--- src/pkg/cms_pkg.sv ---
// constants, types and register map of the core state block
// assumes a 32-bit AXI4-Lite master on the same clock as the core
package cms_pkg;

    // register byte offsets
    localparam logic [7:0] OFF_PC = 8'h00;
    localparam logic [7:0] OFF_ACC = 8'h04;
    localparam logic [7:0] OFF_TEMP = 8'h08;
    localparam logic [7:0] OFF_INDEX = 8'h0C;
    localparam logic [7:0] OFF_EXTRA_POINTER = 8'h10;
    localparam logic [7:0] OFF_SP = 8'h14;
    localparam logic [7:0] OFF_PSW = 8'h18;
    localparam logic [7:0] OFF_OP = 8'h1C;
    localparam logic [7:0] OFF_DECODE = 8'h20;
    localparam logic [7:0] OFF_GPR = 8'h24;
    localparam logic [7:0] OFF_IRQ = 8'h28;
    localparam logic [7:0] OFF_CFG = 8'h2C;

    // address map of the 64 Kbyte space
    localparam logic [15:0] PERIPH_TOP = 16'h007F;
    localparam logic [15:0] RAM_BASE = 16'h0080;
    localparam logic [15:0] RAM_TOP_SMALL = 16'h027F;
    localparam logic [15:0] RAM_TOP_LARGE = 16'h047F;
    localparam logic [15:0] ROM_BASE_MASK = 16'hE000;
    localparam logic [15:0] ROM_BASE_PIGGY = 16'h8000;
    localparam logic [15:0] VECTOR_BASE = 16'hFFC0;

    // general-purpose register address prefix: seven zeros then a one
    localparam logic [7:0] GPR_PREFIX = 8'h01;

    // reset values
    localparam logic [15:0] PSW_RESET = 16'h0030;
    localparam logic [15:0] WORD_RESET = 16'h0000;
    localparam logic [1:0] CFG_RESET = 2'h0;

    // AXI responses
    localparam logic [1:0] RESP_OKAY = 2'h0;
    localparam logic [1:0] RESP_SLVERR = 2'h2;

    typedef enum logic [2:0] {
        REGION_PERIPH,
        REGION_RAM,
        REGION_ROM,
        REGION_VECTOR,
        REGION_NONE
    } cms_region_t;

    typedef enum logic [2:0] {
        OP_NOP,
        OP_ADD,
        OP_SUB,
        OP_SHL,
        OP_SHR,
        OP_STEP
    } cms_op_t;

    typedef struct packed {
        logic [4:0] bank_pointer;
        logic [2:0] unused;
        logic half_carry;
        logic irq_enable;
        logic irq_level_hi;
        logic irq_level_lo;
        logic negative;
        logic zero;
        logic overflow;
        logic carry;
    } cms_psw_t;

    typedef struct packed {
        logic [7:0] value;
        logic half_carry;
        logic negative;
        logic zero;
        logic overflow;
        logic carry;
    } cms_alu_res_t;

    typedef struct packed {
        logic piggyback;
        logic large_ram;
    } cms_cfg_t;

endpackage

--- src/core/cms_core_state.sv ---
// programmer-visible core state: dedicated registers, status word,
// address-map decoding, bank addressing and interrupt level masking
// assumes an AXI4-Lite master on aclk; one write and one read at a time
//
// The register offsets and the AXI4-Lite register port were decided locally.
`timescale 1ns/100ps
module cms_core_state (
    // clock and reset
    input wire logic aclk,
    input wire logic aresetn,
    // write address
    input wire logic [7:0] s_axi_awaddr,
    input wire logic s_axi_awvalid,
    output logic s_axi_awready,
    // write data
    input wire logic [31:0] s_axi_wdata,
    input wire logic [3:0] s_axi_wstrb,
    input wire logic s_axi_wvalid,
    output logic s_axi_wready,
    // write response
    output logic [1:0] s_axi_bresp,
    output logic s_axi_bvalid,
    input wire logic s_axi_bready,
    // read address
    input wire logic [7:0] s_axi_araddr,
    input wire logic s_axi_arvalid,
    output logic s_axi_arready,
    // read data
    output logic [31:0] s_axi_rdata,
    output logic [1:0] s_axi_rresp,
    output logic s_axi_rvalid,
    input wire logic s_axi_rready
);
    ////////////////////////////////////////////////////////////////////
    logic awready_reg, arready_reg, bvalid_reg, rvalid_reg;
    logic [1:0] bresp_reg, rresp_reg;
    logic [31:0] rdata_reg, rdata_next;
    logic rd_hit;
    logic wr_fire, ar_fire;
    logic [15:0] pc_reg, acc_reg, temp_reg, index_reg, sp_reg;
    logic [15:0] extra_pointer_reg;
    cms_pkg::cms_psw_t psw_reg;
    cms_pkg::cms_cfg_t cfg_reg;
    logic [15:0] dec_addr_reg;
    logic [2:0] gpr_sel_reg;
    logic [1:0] irq_req_reg;
    logic irq_accept_reg;
    logic op_go;
    cms_pkg::cms_op_t op_code;
    cms_pkg::cms_alu_res_t alu_res;
    cms_pkg::cms_region_t region;
    logic [15:0] ram_top, rom_base, gpr_addr;
    logic [1:0] req_level, cur_level;
    logic [4:0] add_nib;
    logic [8:0] add_wide;

    assign s_axi_awready = awready_reg;
    assign s_axi_wready = awready_reg;
    assign s_axi_bvalid = bvalid_reg;
    assign s_axi_bresp = bresp_reg;
    assign s_axi_arready = arready_reg;
    assign s_axi_rvalid = rvalid_reg;
    assign s_axi_rresp = rresp_reg;
    assign s_axi_rdata = rdata_reg;

    assign wr_fire = awready_reg && s_axi_awvalid && s_axi_wvalid;
    assign ar_fire = arready_reg && s_axi_arvalid;

    ////////////////////////////////////////////////////////////////////
    // bus handshakes; address and data are taken in the same cycle
    always_ff @(posedge aclk) begin
        if (!aresetn) begin
            awready_reg <= 1'b0;
            bvalid_reg <= 1'b0;
            bresp_reg <= cms_pkg::RESP_OKAY;
        end else begin
            awready_reg <= s_axi_awvalid && s_axi_wvalid && !awready_reg
                && !bvalid_reg;
            if (wr_fire) begin
                bvalid_reg <= 1'b1;
                bresp_reg <= wr_known(s_axi_awaddr) ? cms_pkg::RESP_OKAY
                    : cms_pkg::RESP_SLVERR;
            end else if (s_axi_bready) begin
                bvalid_reg <= 1'b0;
            end
        end
    end

    always_ff @(posedge aclk) begin
        if (!aresetn) begin
            arready_reg <= 1'b0;
            rvalid_reg <= 1'b0;
            rresp_reg <= cms_pkg::RESP_OKAY;
            rdata_reg <= 32'h0000_0000;
        end else begin
            arready_reg <= s_axi_arvalid && !arready_reg && !rvalid_reg;
            if (ar_fire) begin
                rvalid_reg <= 1'b1;
                rdata_reg <= rdata_next;
                rresp_reg <= rd_hit ? cms_pkg::RESP_OKAY
                    : cms_pkg::RESP_SLVERR;
            end else if (s_axi_rready) begin
                rvalid_reg <= 1'b0;
            end
        end
    end

    function automatic logic wr_known(input logic [7:0] addr);
        wr_known = (addr <= cms_pkg::OFF_CFG) && (addr[1:0] == 2'h0);
    endfunction

    // byte-lane merge for the 16-bit registers
    function automatic logic [15:0] merge(input logic [15:0] old,
        input logic [31:0] data, input logic [3:0] strb);
        merge = old;
        if (strb[0]) merge[7:0] = data[7:0];
        if (strb[1]) merge[15:8] = data[15:8];
    endfunction

    ////////////////////////////////////////////////////////////////////
    // dedicated registers
    assign op_go = wr_fire && (s_axi_awaddr == cms_pkg::OFF_OP)
        && s_axi_wstrb[0];
    assign op_code = cms_pkg::cms_op_t'(s_axi_wdata[2:0]);

    cms_alu u_alu (
        .op (op_code),
        .a (acc_reg[7:0]),
        .b (temp_reg[7:0]),
        .psw (psw_reg),
        .res (alu_res)
    );

    always_ff @(posedge aclk) begin
        if (!aresetn) begin
            pc_reg <= cms_pkg::WORD_RESET;
        end else if (wr_fire && s_axi_awaddr == cms_pkg::OFF_PC) begin
            pc_reg <= merge(pc_reg, s_axi_wdata, s_axi_wstrb);
        end else if (op_go && op_code == cms_pkg::OP_STEP) begin
            pc_reg <= pc_reg + 16'h0001;
        end
    end

    // only the low byte moves on byte operations; the high byte is kept
    always_ff @(posedge aclk) begin
        if (!aresetn) begin
            acc_reg <= cms_pkg::WORD_RESET;
        end else if (wr_fire && s_axi_awaddr == cms_pkg::OFF_ACC) begin
            acc_reg <= merge(acc_reg, s_axi_wdata, s_axi_wstrb);
        end else if (op_go && op_code inside {cms_pkg::OP_ADD,
            cms_pkg::OP_SUB, cms_pkg::OP_SHL, cms_pkg::OP_SHR}) begin
            acc_reg[7:0] <= alu_res.value;
        end
    end

    always_ff @(posedge aclk) begin
        if (!aresetn) begin
            temp_reg <= cms_pkg::WORD_RESET;
            index_reg <= cms_pkg::WORD_RESET;
            extra_pointer_reg <= cms_pkg::WORD_RESET;
            sp_reg <= cms_pkg::WORD_RESET;
        end else if (wr_fire) begin
            if (s_axi_awaddr == cms_pkg::OFF_TEMP)
                temp_reg <= merge(temp_reg, s_axi_wdata, s_axi_wstrb);
            if (s_axi_awaddr == cms_pkg::OFF_INDEX)
                index_reg <= merge(index_reg, s_axi_wdata, s_axi_wstrb);
            if (s_axi_awaddr == cms_pkg::OFF_EXTRA_POINTER)
                extra_pointer_reg <= merge(extra_pointer_reg, s_axi_wdata,
                    s_axi_wstrb);
            if (s_axi_awaddr == cms_pkg::OFF_SP)
                sp_reg <= merge(sp_reg, s_axi_wdata, s_axi_wstrb);
        end
    end

    ////////////////////////////////////////////////////////////////////
    // status word; with small RAM only sixteen banks exist, so the top
    // bank bit is held at zero rather than aliasing into the next bank
    always_ff @(posedge aclk) begin
        if (!aresetn) begin
            psw_reg <= cms_pkg::PSW_RESET;
        end else if (wr_fire && s_axi_awaddr == cms_pkg::OFF_PSW) begin
            psw_reg <= merge(psw_reg, s_axi_wdata, s_axi_wstrb);
            psw_reg.unused <= 3'h0;
            if (!cfg_reg.large_ram && s_axi_wstrb[1])
                psw_reg.bank_pointer[4] <= 1'b0;
        end else if (wr_fire && s_axi_awaddr == cms_pkg::OFF_CFG
            && s_axi_wstrb[0] && !s_axi_wdata[0]) begin
            psw_reg.bank_pointer[4] <= 1'b0;
        end else if (op_go && op_code inside {cms_pkg::OP_ADD,
            cms_pkg::OP_SUB, cms_pkg::OP_SHL, cms_pkg::OP_SHR}) begin
            psw_reg.half_carry <= alu_res.half_carry;
            psw_reg.negative <= alu_res.negative;
            psw_reg.zero <= alu_res.zero;
            psw_reg.overflow <= alu_res.overflow;
            psw_reg.carry <= alu_res.carry;
        end
    end

    always_ff @(posedge aclk) begin
        if (!aresetn) begin
            cfg_reg <= cms_pkg::CFG_RESET;
            dec_addr_reg <= cms_pkg::WORD_RESET;
            gpr_sel_reg <= 3'h0;
            irq_req_reg <= 2'h0;
        end else if (wr_fire && s_axi_wstrb[0]) begin
            if (s_axi_awaddr == cms_pkg::OFF_CFG)
                cfg_reg <= s_axi_wdata[1:0];
            if (s_axi_awaddr == cms_pkg::OFF_DECODE)
                dec_addr_reg <= merge(dec_addr_reg, s_axi_wdata,
                    s_axi_wstrb);
            if (s_axi_awaddr == cms_pkg::OFF_GPR)
                gpr_sel_reg <= s_axi_wdata[2:0];
            if (s_axi_awaddr == cms_pkg::OFF_IRQ)
                irq_req_reg <= s_axi_wdata[2:1];
        end
    end

    ////////////////////////////////////////////////////////////////////
    // address map; vectors win over ROM at the very top
    assign ram_top = cfg_reg.large_ram ? cms_pkg::RAM_TOP_LARGE
        : cms_pkg::RAM_TOP_SMALL;
    assign rom_base = cfg_reg.piggyback ? cms_pkg::ROM_BASE_PIGGY
        : cms_pkg::ROM_BASE_MASK;

    always_comb begin
        if (dec_addr_reg <= cms_pkg::PERIPH_TOP)
            region = cms_pkg::REGION_PERIPH;
        else if (dec_addr_reg <= ram_top)
            region = cms_pkg::REGION_RAM;
        else if (dec_addr_reg >= cms_pkg::VECTOR_BASE)
            region = cms_pkg::REGION_VECTOR;
        else if (dec_addr_reg >= rom_base)
            region = cms_pkg::REGION_ROM;
        else
            region = cms_pkg::REGION_NONE;
    end

    assign gpr_addr = {cms_pkg::GPR_PREFIX, psw_reg.bank_pointer,
        gpr_sel_reg};

    // levels 00 and 01 are one level; a smaller number outranks
    function automatic logic [1:0] level_of(input logic [1:0] code);
        level_of = (code == 2'h0) ? 2'h1 : code;
    endfunction

    assign req_level = level_of(irq_req_reg);
    assign cur_level = level_of({psw_reg.irq_level_hi,
        psw_reg.irq_level_lo});

    always_ff @(posedge aclk) begin
        if (!aresetn) begin
            irq_accept_reg <= 1'b0;
        end else begin
            irq_accept_reg <= psw_reg.irq_enable
                && (req_level < cur_level);
        end
    end

    ////////////////////////////////////////////////////////////////////
    // read mux
    always_comb begin
        rdata_next = 32'h0000_0000;
        rd_hit = 1'b1;
        unique case (s_axi_araddr)
            cms_pkg::OFF_PC: rdata_next[15:0] = pc_reg;
            cms_pkg::OFF_ACC: rdata_next[15:0] = acc_reg;
            cms_pkg::OFF_TEMP: rdata_next[15:0] = temp_reg;
            cms_pkg::OFF_INDEX: rdata_next[15:0] = index_reg;
            cms_pkg::OFF_EXTRA_POINTER: rdata_next[15:0] = extra_pointer_reg;
            cms_pkg::OFF_SP: rdata_next[15:0] = sp_reg;
            cms_pkg::OFF_PSW: rdata_next[15:0] = psw_reg;
            cms_pkg::OFF_OP: rdata_next = 32'h0000_0000;
            cms_pkg::OFF_DECODE: rdata_next[18:0] = {region, dec_addr_reg};
            cms_pkg::OFF_GPR: rdata_next[15:0] = gpr_addr;
            cms_pkg::OFF_IRQ: rdata_next[2:0] = {irq_req_reg, irq_accept_reg};
            cms_pkg::OFF_CFG: rdata_next[1:0] = cfg_reg;
            default: rd_hit = 1'b0;
        endcase
    end

    ////////////////////////////////////////////////////////////////////
    // checks
    assign add_wide = {1'b0, acc_reg[7:0]} + {1'b0, temp_reg[7:0]};
    assign add_nib = {1'b0, acc_reg[3:0]} + {1'b0, temp_reg[3:0]};
endmodule

--- src/core/cms_alu.sv ---
// byte arithmetic and shifts with condition-code generation
// assumes operands come straight from the accumulator and temp registers
`timescale 1ns/100ps
module cms_alu (
    // operation
    input wire cms_pkg::cms_op_t op,
    input wire logic [7:0] a,
    input wire logic [7:0] b,
    input wire cms_pkg::cms_psw_t psw,
    // result
    output cms_pkg::cms_alu_res_t res
);
    logic [8:0] wide;
    logic [4:0] nib;

    always_comb begin
        wide = {1'b0, a};
        nib = 5'h00;
        res.half_carry = psw.half_carry;
        res.overflow = psw.overflow;
        unique case (op)
            cms_pkg::OP_ADD: begin
                wide = {1'b0, a} + {1'b0, b};
                nib = {1'b0, a[3:0]} + {1'b0, b[3:0]};
                res.half_carry = nib[4];
                res.overflow = (a[7] == b[7]) && (wide[7] != a[7]);
            end
            cms_pkg::OP_SUB: begin
                wide = {1'b0, a} - {1'b0, b};
                nib = {1'b0, a[3:0]} - {1'b0, b[3:0]};
                res.half_carry = nib[4];
                res.overflow = (a[7] != b[7]) && (wide[7] != a[7]);
            end
            // shifts park the bit pushed out where the carry goes
            cms_pkg::OP_SHL: wide = {a[7], a[6:0], 1'b0};
            cms_pkg::OP_SHR: wide = {a[0], 1'b0, a[7:1]};
            default: wide = {psw.carry, a};
        endcase
        res.value = wide[7:0];
        res.carry = wide[8];
        res.negative = wide[7];
        res.zero = (wide[7:0] == 8'h00);
    end
endmodule

--- config.mk ---
export PLATFORM = sky130hd
export DESIGN_NAME = cms_core_state
export DESIGN_NICKNAME = d
export VERILOG_FILES = /design/src/pkg/cms_pkg.sv /design/src/core/cms_core_state.sv /design/src/core/cms_alu.sv
export SDC_FILE = /design/constraint.sdc
export NUM_CORES = 1
export LEC_CHECK = 0
export BUFFER_PORTS_ARGS = -buffer_cell sky130_fd_sc_hd__buf_2
export CAP_MARGIN = 20
export CORE_AREA = 2 2 144 146
export DETAILED_ROUTE_END_ITERATION = 7
export DIE_AREA = 0 0 146 148
export GPL_ROUTABILITY_DRIVEN = 0
export PLACE_DENSITY = 0.77
export SYNTH_ARGS = -nofsm -noshare
export SYNTH_HDL_FRONTEND = slang
export SYNTH_SLANG_ARGS = --single-unit
--- constraint.sdc ---
create_clock -name aclk -period 2.7 [get_ports aclk]
set_clock_uncertainty 0.15 [all_clocks]
set_input_delay 0.405 -clock aclk [delete_from_list [all_inputs] [get_ports aclk]]
set_output_delay 0.405 -clock aclk [all_outputs]
set_load 0.02 [all_outputs]
Yosys cells after proc, flatten, opt, wreduce, memory -nomap -nowiden. Index checks and enable logic that the tools add are counted.

Bits in registers: 160. Output and inout bits: 41. Word-level logic and storage cells: 192.

$add $sub $neg: 5. Order comparisons: 6. Equal/unequal tests: 37. Muxes and demuxes: 39. Reductions and logical operators: 69.

Operators with widths (number): one-hot mux 13 bit (9 select lines) (1); == test 8 x 5 -> 1 bit, second input constant (8); == test 8 x 6 -> 1 bit, second input constant (8); two-way mux 8 bit (6); one-hot mux 9 bit (4 select lines) (1); AND reduction 3 bit (11); == test 8 x 4 -> 1 bit, second input constant (4); two-way mux 16 bit (2); logical AND 1 bit (24); logical NOT 8 bit (3); one-hot mux 2 bit (11 select lines) (1); AND reduction 2 bit (10); adder 16 x 1 -> 16 bit, second input constant (1); == test 8 x 3 -> 1 bit, second input constant (2); >= comparator 16 bit (1); >= comparator 16 bit, second input constant (1); less-or-equal comparator 16 x 11 -> 1 bit (1); less-or-equal comparator 16 x 7 -> 1 bit, second input constant (1); two-way mux 15 bit (1); two-way mux 3 bit (5); two-way mux 4 bit (3); nonzero test 2 bit (6); OR reduction 12 bit (1); two-way mux 1 bit (11); other kinds (23) (43).

Longest topological paths before layout. Gate-level depths: netlist of run 1.

Depth after elaboration: 8. Depth in mapped cells: 14.

By module. A second synthesis of run 1 with hierarchy kept.

Cells, all modules: 1183. Area total of the unflattened synthesis: 9618.0 sq um.

By module, submodules not included: cms_core_state (instances 1, cells each 978, area an instance 8209.1 sq um, seq. area each 3163.0 sq um); cms_alu (instances 1, cells each 205, area an instance 1408.9 sq um, seq. area each 0.0 sq um).

Worst setup path before layout of run 1. No wires, ideal clock.

Path type: input -> register. From: input s_axi_wdata[2]. To: register psw_reg[7] (netlist bit). Library setup time: 0.116 ns. Data arrival time: 2.364 ns. Slack: 0.070 ns. Cell stages on the path: 14. Buffers on the path: 3. Cell sequence: buf_6 > or3b_1 > clkbuf_1 > buf_2 > nor2_1 > a21oi_1 > ha_1 > nor2b_1 > o21ai_0 > nand2b_1 > a21oi_1 > xnor2_1 > o211ai_1 > o211a_1.

Cells in the longest elaborated chain, start to end: 5.

RTL lines: start, declared (RTL line cms_core_state.sv:16) `input wire logic [31:0] s_axi_wdata,`; == test 3 x 2 -> 1 bit, or another cell as far along (RTL line cms_core_state.sv:189, cms_alu.sv:21); one-hot mux 1 bit (2 select lines) or nonzero test 4 bit (tied branches) (RTL line cms_alu.sv:21, cms_core_state.sv:189); two-way mux 1 bit or logical AND 1 bit (tied branches) (RTL line cms_core_state.sv:189) `end else if (op_go && op_code inside {cms_pkg::OP_ADD,`; two-way mux 1 bit or nonzero test 2 bit (tied branches); two-way mux 1 bit or AND reduction 4 bit (tied branches); end signal, assigned (RTL line cms_core_state.sv:180) `psw_reg <= cms_pkg::PSW_RESET;`; end signal, assigned (RTL line cms_core_state.sv:182) `psw_reg <= merge(psw_reg, s_axi_wdata, s_axi_wstrb);`; end, declared (RTL line cms_core_state.sv:42) `cms_pkg::cms_psw_t psw_reg;`.

Parallel ways exist; a longest one is shown, timed or not. The select of a mux whose other input is x is not followed. A chain may end at the register's enable or synchronous reset.

Final worst setup path of run 1.
From: register temp_reg[1]. To: register psw_reg[2] (netlist bit).

Cells in the longest elaborated chain, start to end: 6.

RTL lines: start, declared (RTL line cms_core_state.sv:40) `logic [15:0] pc_reg, acc_reg, temp_reg, index_reg, sp_reg;`; start signal, assigned (RTL line cms_core_state.sv:158) `temp_reg <= cms_pkg::WORD_RESET;`; start signal, assigned (RTL line cms_core_state.sv:164) `temp_reg <= merge(temp_reg, s_axi_wdata, s_axi_wstrb);`; subtractor 8 x 8 -> 9 bit or adder 8 x 8 -> 9 bit (tied branches); one-hot mux 9 bit (4 select lines) * (RTL line cms_alu.sv:21) `unique case (op)`; logical NOT 8 bit * (RTL line cms_alu.sv:42) `res.zero = (wide[7:0] == 8'h00);`; two-way mux 4 bit * (RTL line cms_core_state.sv:189); two-way mux 4 bit * (RTL line cms_core_state.sv:186) `end else if (wr_fire && s_axi_awaddr == cms_pkg::OFF_CFG`; two-way mux 4 bit * (RTL line cms_core_state.sv:181) `end else if (wr_fire && s_axi_awaddr == cms_pkg::OFF_PSW) begin`.

Mark *: on every way between the ends. The rest lies on a longest branch, timed or not. The select of a mux whose other input is x is not followed.

==> results.toml, run 1 <==
[finish]
drive_gt1_frac = 0.189
fin_area_sq_um = 11100
n_fill_cell = 1795
nNetsFinal = 1310
antenna_cells = 0
largest_reg_flops = 19
synthToLayoutAreaGrowth_pct = 19.3
final_core_util = 0.552

[yosys]
yosysTopAreaCell = "dfxtp_1"
ys_top_cells_by_count = "dfxtp_1, nand2_1, nor2b_1"
syn_avg_cell_area_sq_um = 8.32
async_reset_ff_frac = 0
synth-seq-cells = 158
synth.distinct_cells = 87
synth_flop_cell = "dfxtp_1"
syn_area_sq_um = 9270
synth-edff-count = 0
synth_most_common_cell = "dfxtp_1"
synthCells = 1115
synth_top_cell_area_share = 0.341
yosysSeqAreaShare = 0.341
synthTopCellsByArea = "dfxtp_1, mux2i_1, nor2b_1, nand2_1, a21boi_0"
yosys_warnings = 0

[critical_path]
cpPeakStageDelay_ns = 0.42
ff2ff_setup_slack_ns = -0.03
critPathLaunch = "temp_reg[1]"
reg2reg_depth = 10
crit_arrival_ns = 2.94
cp-end-kind = "register"
crit_path_start_kind = "register"
endpoint = "psw_reg[2]"
crit_type = "reg2reg"
path_cells = "inv_1, ha_1, or3b_1, and3_1, o221ai_1, a21oi_1, a2111oi_4, buf_4, nand4_1, a21oi_1"
cp_max_fo = 3
r2r_start = "temp_reg[1]"
worstPathRequired_ns = 2.91
cp_slowest_cell = "a2111oi_4"
r2r_end = "psw_reg[2]"
worst_path_most_repeated_cell = "a21oi_1"

[grt]
grt_pass1_vias = 8318
grt_max_degree = 59
grt_usage = 0.263
grt_first_pass_wirelength_microns = 45600
overflow = 0
antenna_found_initial = 0

[floorplanning]
row_count = 52
core_area_sq_um = 20000
die_area_sq_um = 21600
die_y_microns = 148
dieWidth_microns = 146
num_io_pins = 100
initial_core_util = 0.463

[placement]
place.port_buffers = 66
placed_area_sq_um = 10300
dp_worst_setup_slack_ns = -0.193
hpwl_microns = 20700

[pwr]
cellPowerDensity_nw_per_um2 = 485
peakVddDrop_uv = 471
finalPower_mw = 5.37
cellLeakagePower_nw = 4.30

[routing]
vias = 9160
dr.pass1.iters = 6
drtAntennaViolNets = 0
drcViolationCount = 0
routedWlPerCell_microns = 19.3
routed_wl_microns = 29100
vias_per_cell = 6.09
initialDrtViolationCount = 1227

[clock_tree]
worstSkewPairLatency_ns = 0.43
holdBufCountCts = 0
clkSinkCount = 158
clockRootBuffer = "clkbuf_16"
clk_path_buf_depth = 2
cts_tree = "done"
cts_max_level = 4
numCtsBuffers = 17
clkTransAtPathRegs_ns = 0.06

[timing]
setup_viol = 1
min_period_ns = 2.73
setup_ws_ns = -0.0335
grt_setup_unrepaired = "true"
worst_pin_slew_ns = 0.731
slew_viol_final = 0
setup_tns_ns = -0.0335
period_share = 1.01
maxClockFrequency_mhz = 366
hold_viol = 0
slew_headroom = 0.509

[run_status]
status = "finished with violations"
violations = "setup timing"

[worst_hold_path]
holdPathStages = 3
min_path_type = "in2reg"

[flow_run]
maxCapViolCount = 0
[repair_timing]
| item | in CTS | in global routing |
|---|---|---|
| pin swaps | 2 | 6 |
| setup endpoints to repair | 1 | 4 |
| buffers inserted | 0 | 1 |
| resized for setup | 9 | 11 |
[critical path, delay by kind of cell (launching register included)]
family	cells	cell delay [ns]
flip-flops	1	0.35
AND/OR/NAND/NOR	3	0.72
AO/OA/AOI/OAI	4	0.89
adder cells (fa/ha/maj)	1	0.30
buffers and inverters	2	0.25
[metrics by stage]
stage	hold WS, ns	cells
2_1_floorplan	0.283	1129
5_1_grt	0.0923	1503
3_3_place_gp	0.281	1472
6_report	0.0966	1503
3_5_place_dp	0.283	1472
4_1_cts	0.0803	1502
[worst min-delay path by stage]
stage,to,slack [ns],from
floorplan,pc_reg[5],0.28,pc_reg[5]
global placement,s_axi_awready,0.28,s_axi_bvalid
detailed placement,s_axi_arready,0.28,s_axi_rvalid
CTS,s_axi_awready,0.08,s_axi_awvalid
global route,s_axi_arready,0.09,s_axi_arvalid
finish,s_axi_awready,0.1,s_axi_awvalid
[kinds of logic after synthesis]
kind of cell | after synthesis | synth area share
and+or+nand+nor | 414 | 0.238
muxes | 70 | 0.0764
buffers and inverters | 119 | 0.0614
other | 1 | 0.000404
DFF | 158 | 0.341
AOI/OAI and AO/OA | 318 | 0.237
adders and majority gates | 29 | 0.0408
xor gates and xnor gates | 6 | 0.00567
[power breakdown]
| part | switching, mW | leakage (nW) | total, mW | internal, mW |
|---|---|---|---|---|
| Clock | 0.966 | 0.305 | 2.65 | 1.68 |
| Sequential | 0.00453 | 1.28 | 2.34 | 2.34 |
| Combinational | 0.241 | 2.72 | 0.378 | 0.137 |
| Total | 1.21 | 4.30 | 5.37 | 4.15 |
[routing by layer]
layer	global-route usage	vias to the layer above	wire length [microns]
met1	0.369	4359	12300
met3	0.0528	64	2990
met5	0	-	0
met2	0.413	500	13200
met4	0.0728	0	604
li1	-	4237	-
[cell usage in the layout (no fill, tap or decap), types with 5 or more instances in the layout]
cell type  instances
a221oi_1           8
a211oi_1           6
clkbuf_16         17
and3_1            11
nand2b_1          10
buf_4             94
ha_1              26
a22oi_1           41
a22o_1             8
o221ai_1           6
and2_1             8
o21ai_0           63
nand4_1           13
o31ai_1            6
inv_1             26
a31oi_1           10
a21boi_0          52
a21o_1             8
conb_1            15
buf_2             65
a222oi_1           8
mux2i_1           67
a21oi_1           46
nand2_1          116
nor3_1            22
o211ai_1           7
xnor2_1            6
nor2_1            58
nand3_1           57
buf_12             5
bufinv_16          5
dfxtp_1          154
nor2b_1           71
[layout make-up]
type / instances / area, sq um / area share
repair buffers: 164 / 1130 / 0.102
multi-input cells: 852 / 5670 / 0.513
clock buffers: 20 / 457 / 0.0413
inverters: 29 / 109 / 0.00984
clock inverters: 10 / 186 / 0.0169
flip-flops and latches: 158 / 3170 / 0.286
well taps: 270 / 338 / 0.0305
Power figures use the tool's default switching activity.
==> inputs of run 2 (changes only) <==
--- a/config.mk
+++ b/config.mk
@@ -12,6 +12,7 @@
 export DIE_AREA = 0 0 146 148
 export GPL_ROUTABILITY_DRIVEN = 0
 export PLACE_DENSITY = 0.77
+export SETUP_SLACK_MARGIN = 0.1
 export SYNTH_ARGS = -nofsm -noshare
 export SYNTH_HDL_FRONTEND = slang
 export SYNTH_SLANG_ARGS = --single-unit
==> run 2 against run 1 <==
Against the previous run:
- the flow now finishes without violations
- utilization shrank 0.21 points
- first-iteration DRC count shrank 7.4%
- clock power shrank 12%
- global-route usage is essentially flat
- via count shrank 0.14%
- critical path depth is the same
- worst setup slack gained 0.13 ns
- sequential power is essentially flat
- largest power group is now sequential cells
==> results.toml, run 2 (synthesized netlist as in run 1, its figures left out) <==
[run_status]
status = "finished, final reports clean"

[timing]
hold_viol = 0
slew_headroom = 0.429
min_period_ns = 2.60
maxClockFrequency_mhz = 384
slew_viol_final = 0
setup_viol = 0
grt_setup_unrepaired = "true"
period_share = 0.964
worst_pin_slew_ns = 0.855

[clock_tree]
clk_path_buf_depth = 2
clkSinkCount = 158
cts_tree = "done"
worstSkewPairLatency_ns = 0.43
clockRootBuffer = "clkbuf_16"
holdBufCountCts = 0
clkTransAtPathRegs_ns = 0.06
numCtsBuffers = 17
cts_max_level = 4

[critical_path]
cp_max_fo = 3
crit_path_start_kind = "register"
ff2ff_setup_slack_ns = 0.1
worstPathRequired_ns = 2.90
crit_arrival_ns = 2.80
cp-end-kind = "register"
crit_type = "reg2reg"

[pwr]
peakVddDrop_uv = 451
finalPower_mw = 5.05
cellLeakagePower_nw = 4.28
cellPowerDensity_nw_per_um2 = 458

[floorplanning]
dieWidth_microns = 146
die_y_microns = 148
initial_core_util = 0.463
die_area_sq_um = 21600
row_count = 52
core_area_sq_um = 20000
num_io_pins = 100

[placement]
place.port_buffers = 66
hpwl_microns = 20700
placed_area_sq_um = 10300

[routing]
drcViolationCount = 0
vias = 9147
routedWlPerCell_microns = 19.4
routed.top_layer = "met4"
initialDrtViolationCount = 1136
vias_per_cell = 6.10
drt-met1-wl_microns = 12000
wl_met3_microns = 2990
routed_wl_microns = 29100
drtAntennaViolNets = 0
dr.pass1.iters = 6
wl_met2_microns = 13200

[finish]
seqCellArea_sq_um = 3170
layout_commonest_cell = "dfxtp_1"
nNetsFinal = 1308
synthToLayoutAreaGrowth_pct = 18.9
fin_area_sq_um = 11000
drive_gt1_frac = 0.199
n_fill_cell = 1826
final_core_util = 0.550
antenna_cells = 0
largest_reg_flops = 19
layout_common_cells = "dfxtp_1, nand2_1, buf_4"
multi_input_area_sq_um = 5750

[grt]
grt_usage = 0.263
grt_max_degree = 103
grt_first_pass_wirelength_microns = 45400
overflow = 0
grt_pass1_vias = 8373
antenna_found_initial = 0

[flow_run]
maxCapViolCount = 0

[worst_hold_path]
min_path_type = "in2reg"
-- run 2: final timing paths --
check	start	to	depth (start not counted)
hold / removal	s_axi_awvalid	s_axi_awready	3
setup / recovery	temp_reg[0]	psw_reg[2]	10
setup reg to reg	temp_reg[0]	psw_reg[2]	10
hold reg to reg	s_axi_rvalid	s_axi_arready	1
-- run 2: layout make-up --
type / instances / share of cell area
repair buffers: 162 / 0.0993
flip-flops and latches: 158 / 0.288
well taps: 270 / 0.0307
clock inverters: 10 / 0.0106
clock buffers: 19 / 0.0402
multi-input cells: 852 / 0.521
inverters: 29 / 0.00988
-- run 2: per-layer routing --
layer | track usage | vias to the layer above
met2 | 0.416 | 536
met5 | 0 | -
met1 | 0.358 | 4294
met4 | 0.0835 | 0
met3 | 0.0608 | 83
li1 | - | 4234
-- run 2: worst max-delay path, stage by stage, from the launching register on --
cell       delay, ns
dfxtp_4         0.37
ha_4            0.16
fa_2            0.38
nor3b_4         0.17
o311a_1         0.31
a21oi_2         0.12
a41oi_2         0.15
a2111oi_2       0.30
buf_4           0.16
nand4_1         0.11
a21oi_1         0.15
-- run 2: per-stage QoR --
stage / TNS [ns] / cells / setup slack (ns) / hold WS [ns]
after floorplan: 0 / 1129 / 0.111 / 0.283
after global placement: -0.0579 / 1466 / -0.0579 / 0.277
after detailed placement: -0.0888 / 1466 / -0.0888 / 0.290
after CTS: 0 / 1497 / 0.102 / 0.0803
after global routing: 0 / 1500 / 0.0499 / 0.104
final: 0 / 1500 / 0.0981 / 0.0974
-- run 2: timing repair --
| item | 4_1_cts | 5_1_grt |
|---|---|---|
| hold endpoints to repair | 0 | 0 |
| endpoints found under the setup margin | 4 | 5 |
| setup buffers | 2 | 3 |
| resized for setup | 13 | 29 |
| pin swaps | 3 | 9 |
-- run 2: where the power goes --
part	internal (mW)	switching (mW)	leakage [nW]	total, mW
Clock	1.37	0.972	0.271	2.34
Combinational	0.129	0.237	2.73	0.366
Sequential	2.33	0.00437	1.28	2.34
Total	3.84	1.21	4.28	5.05
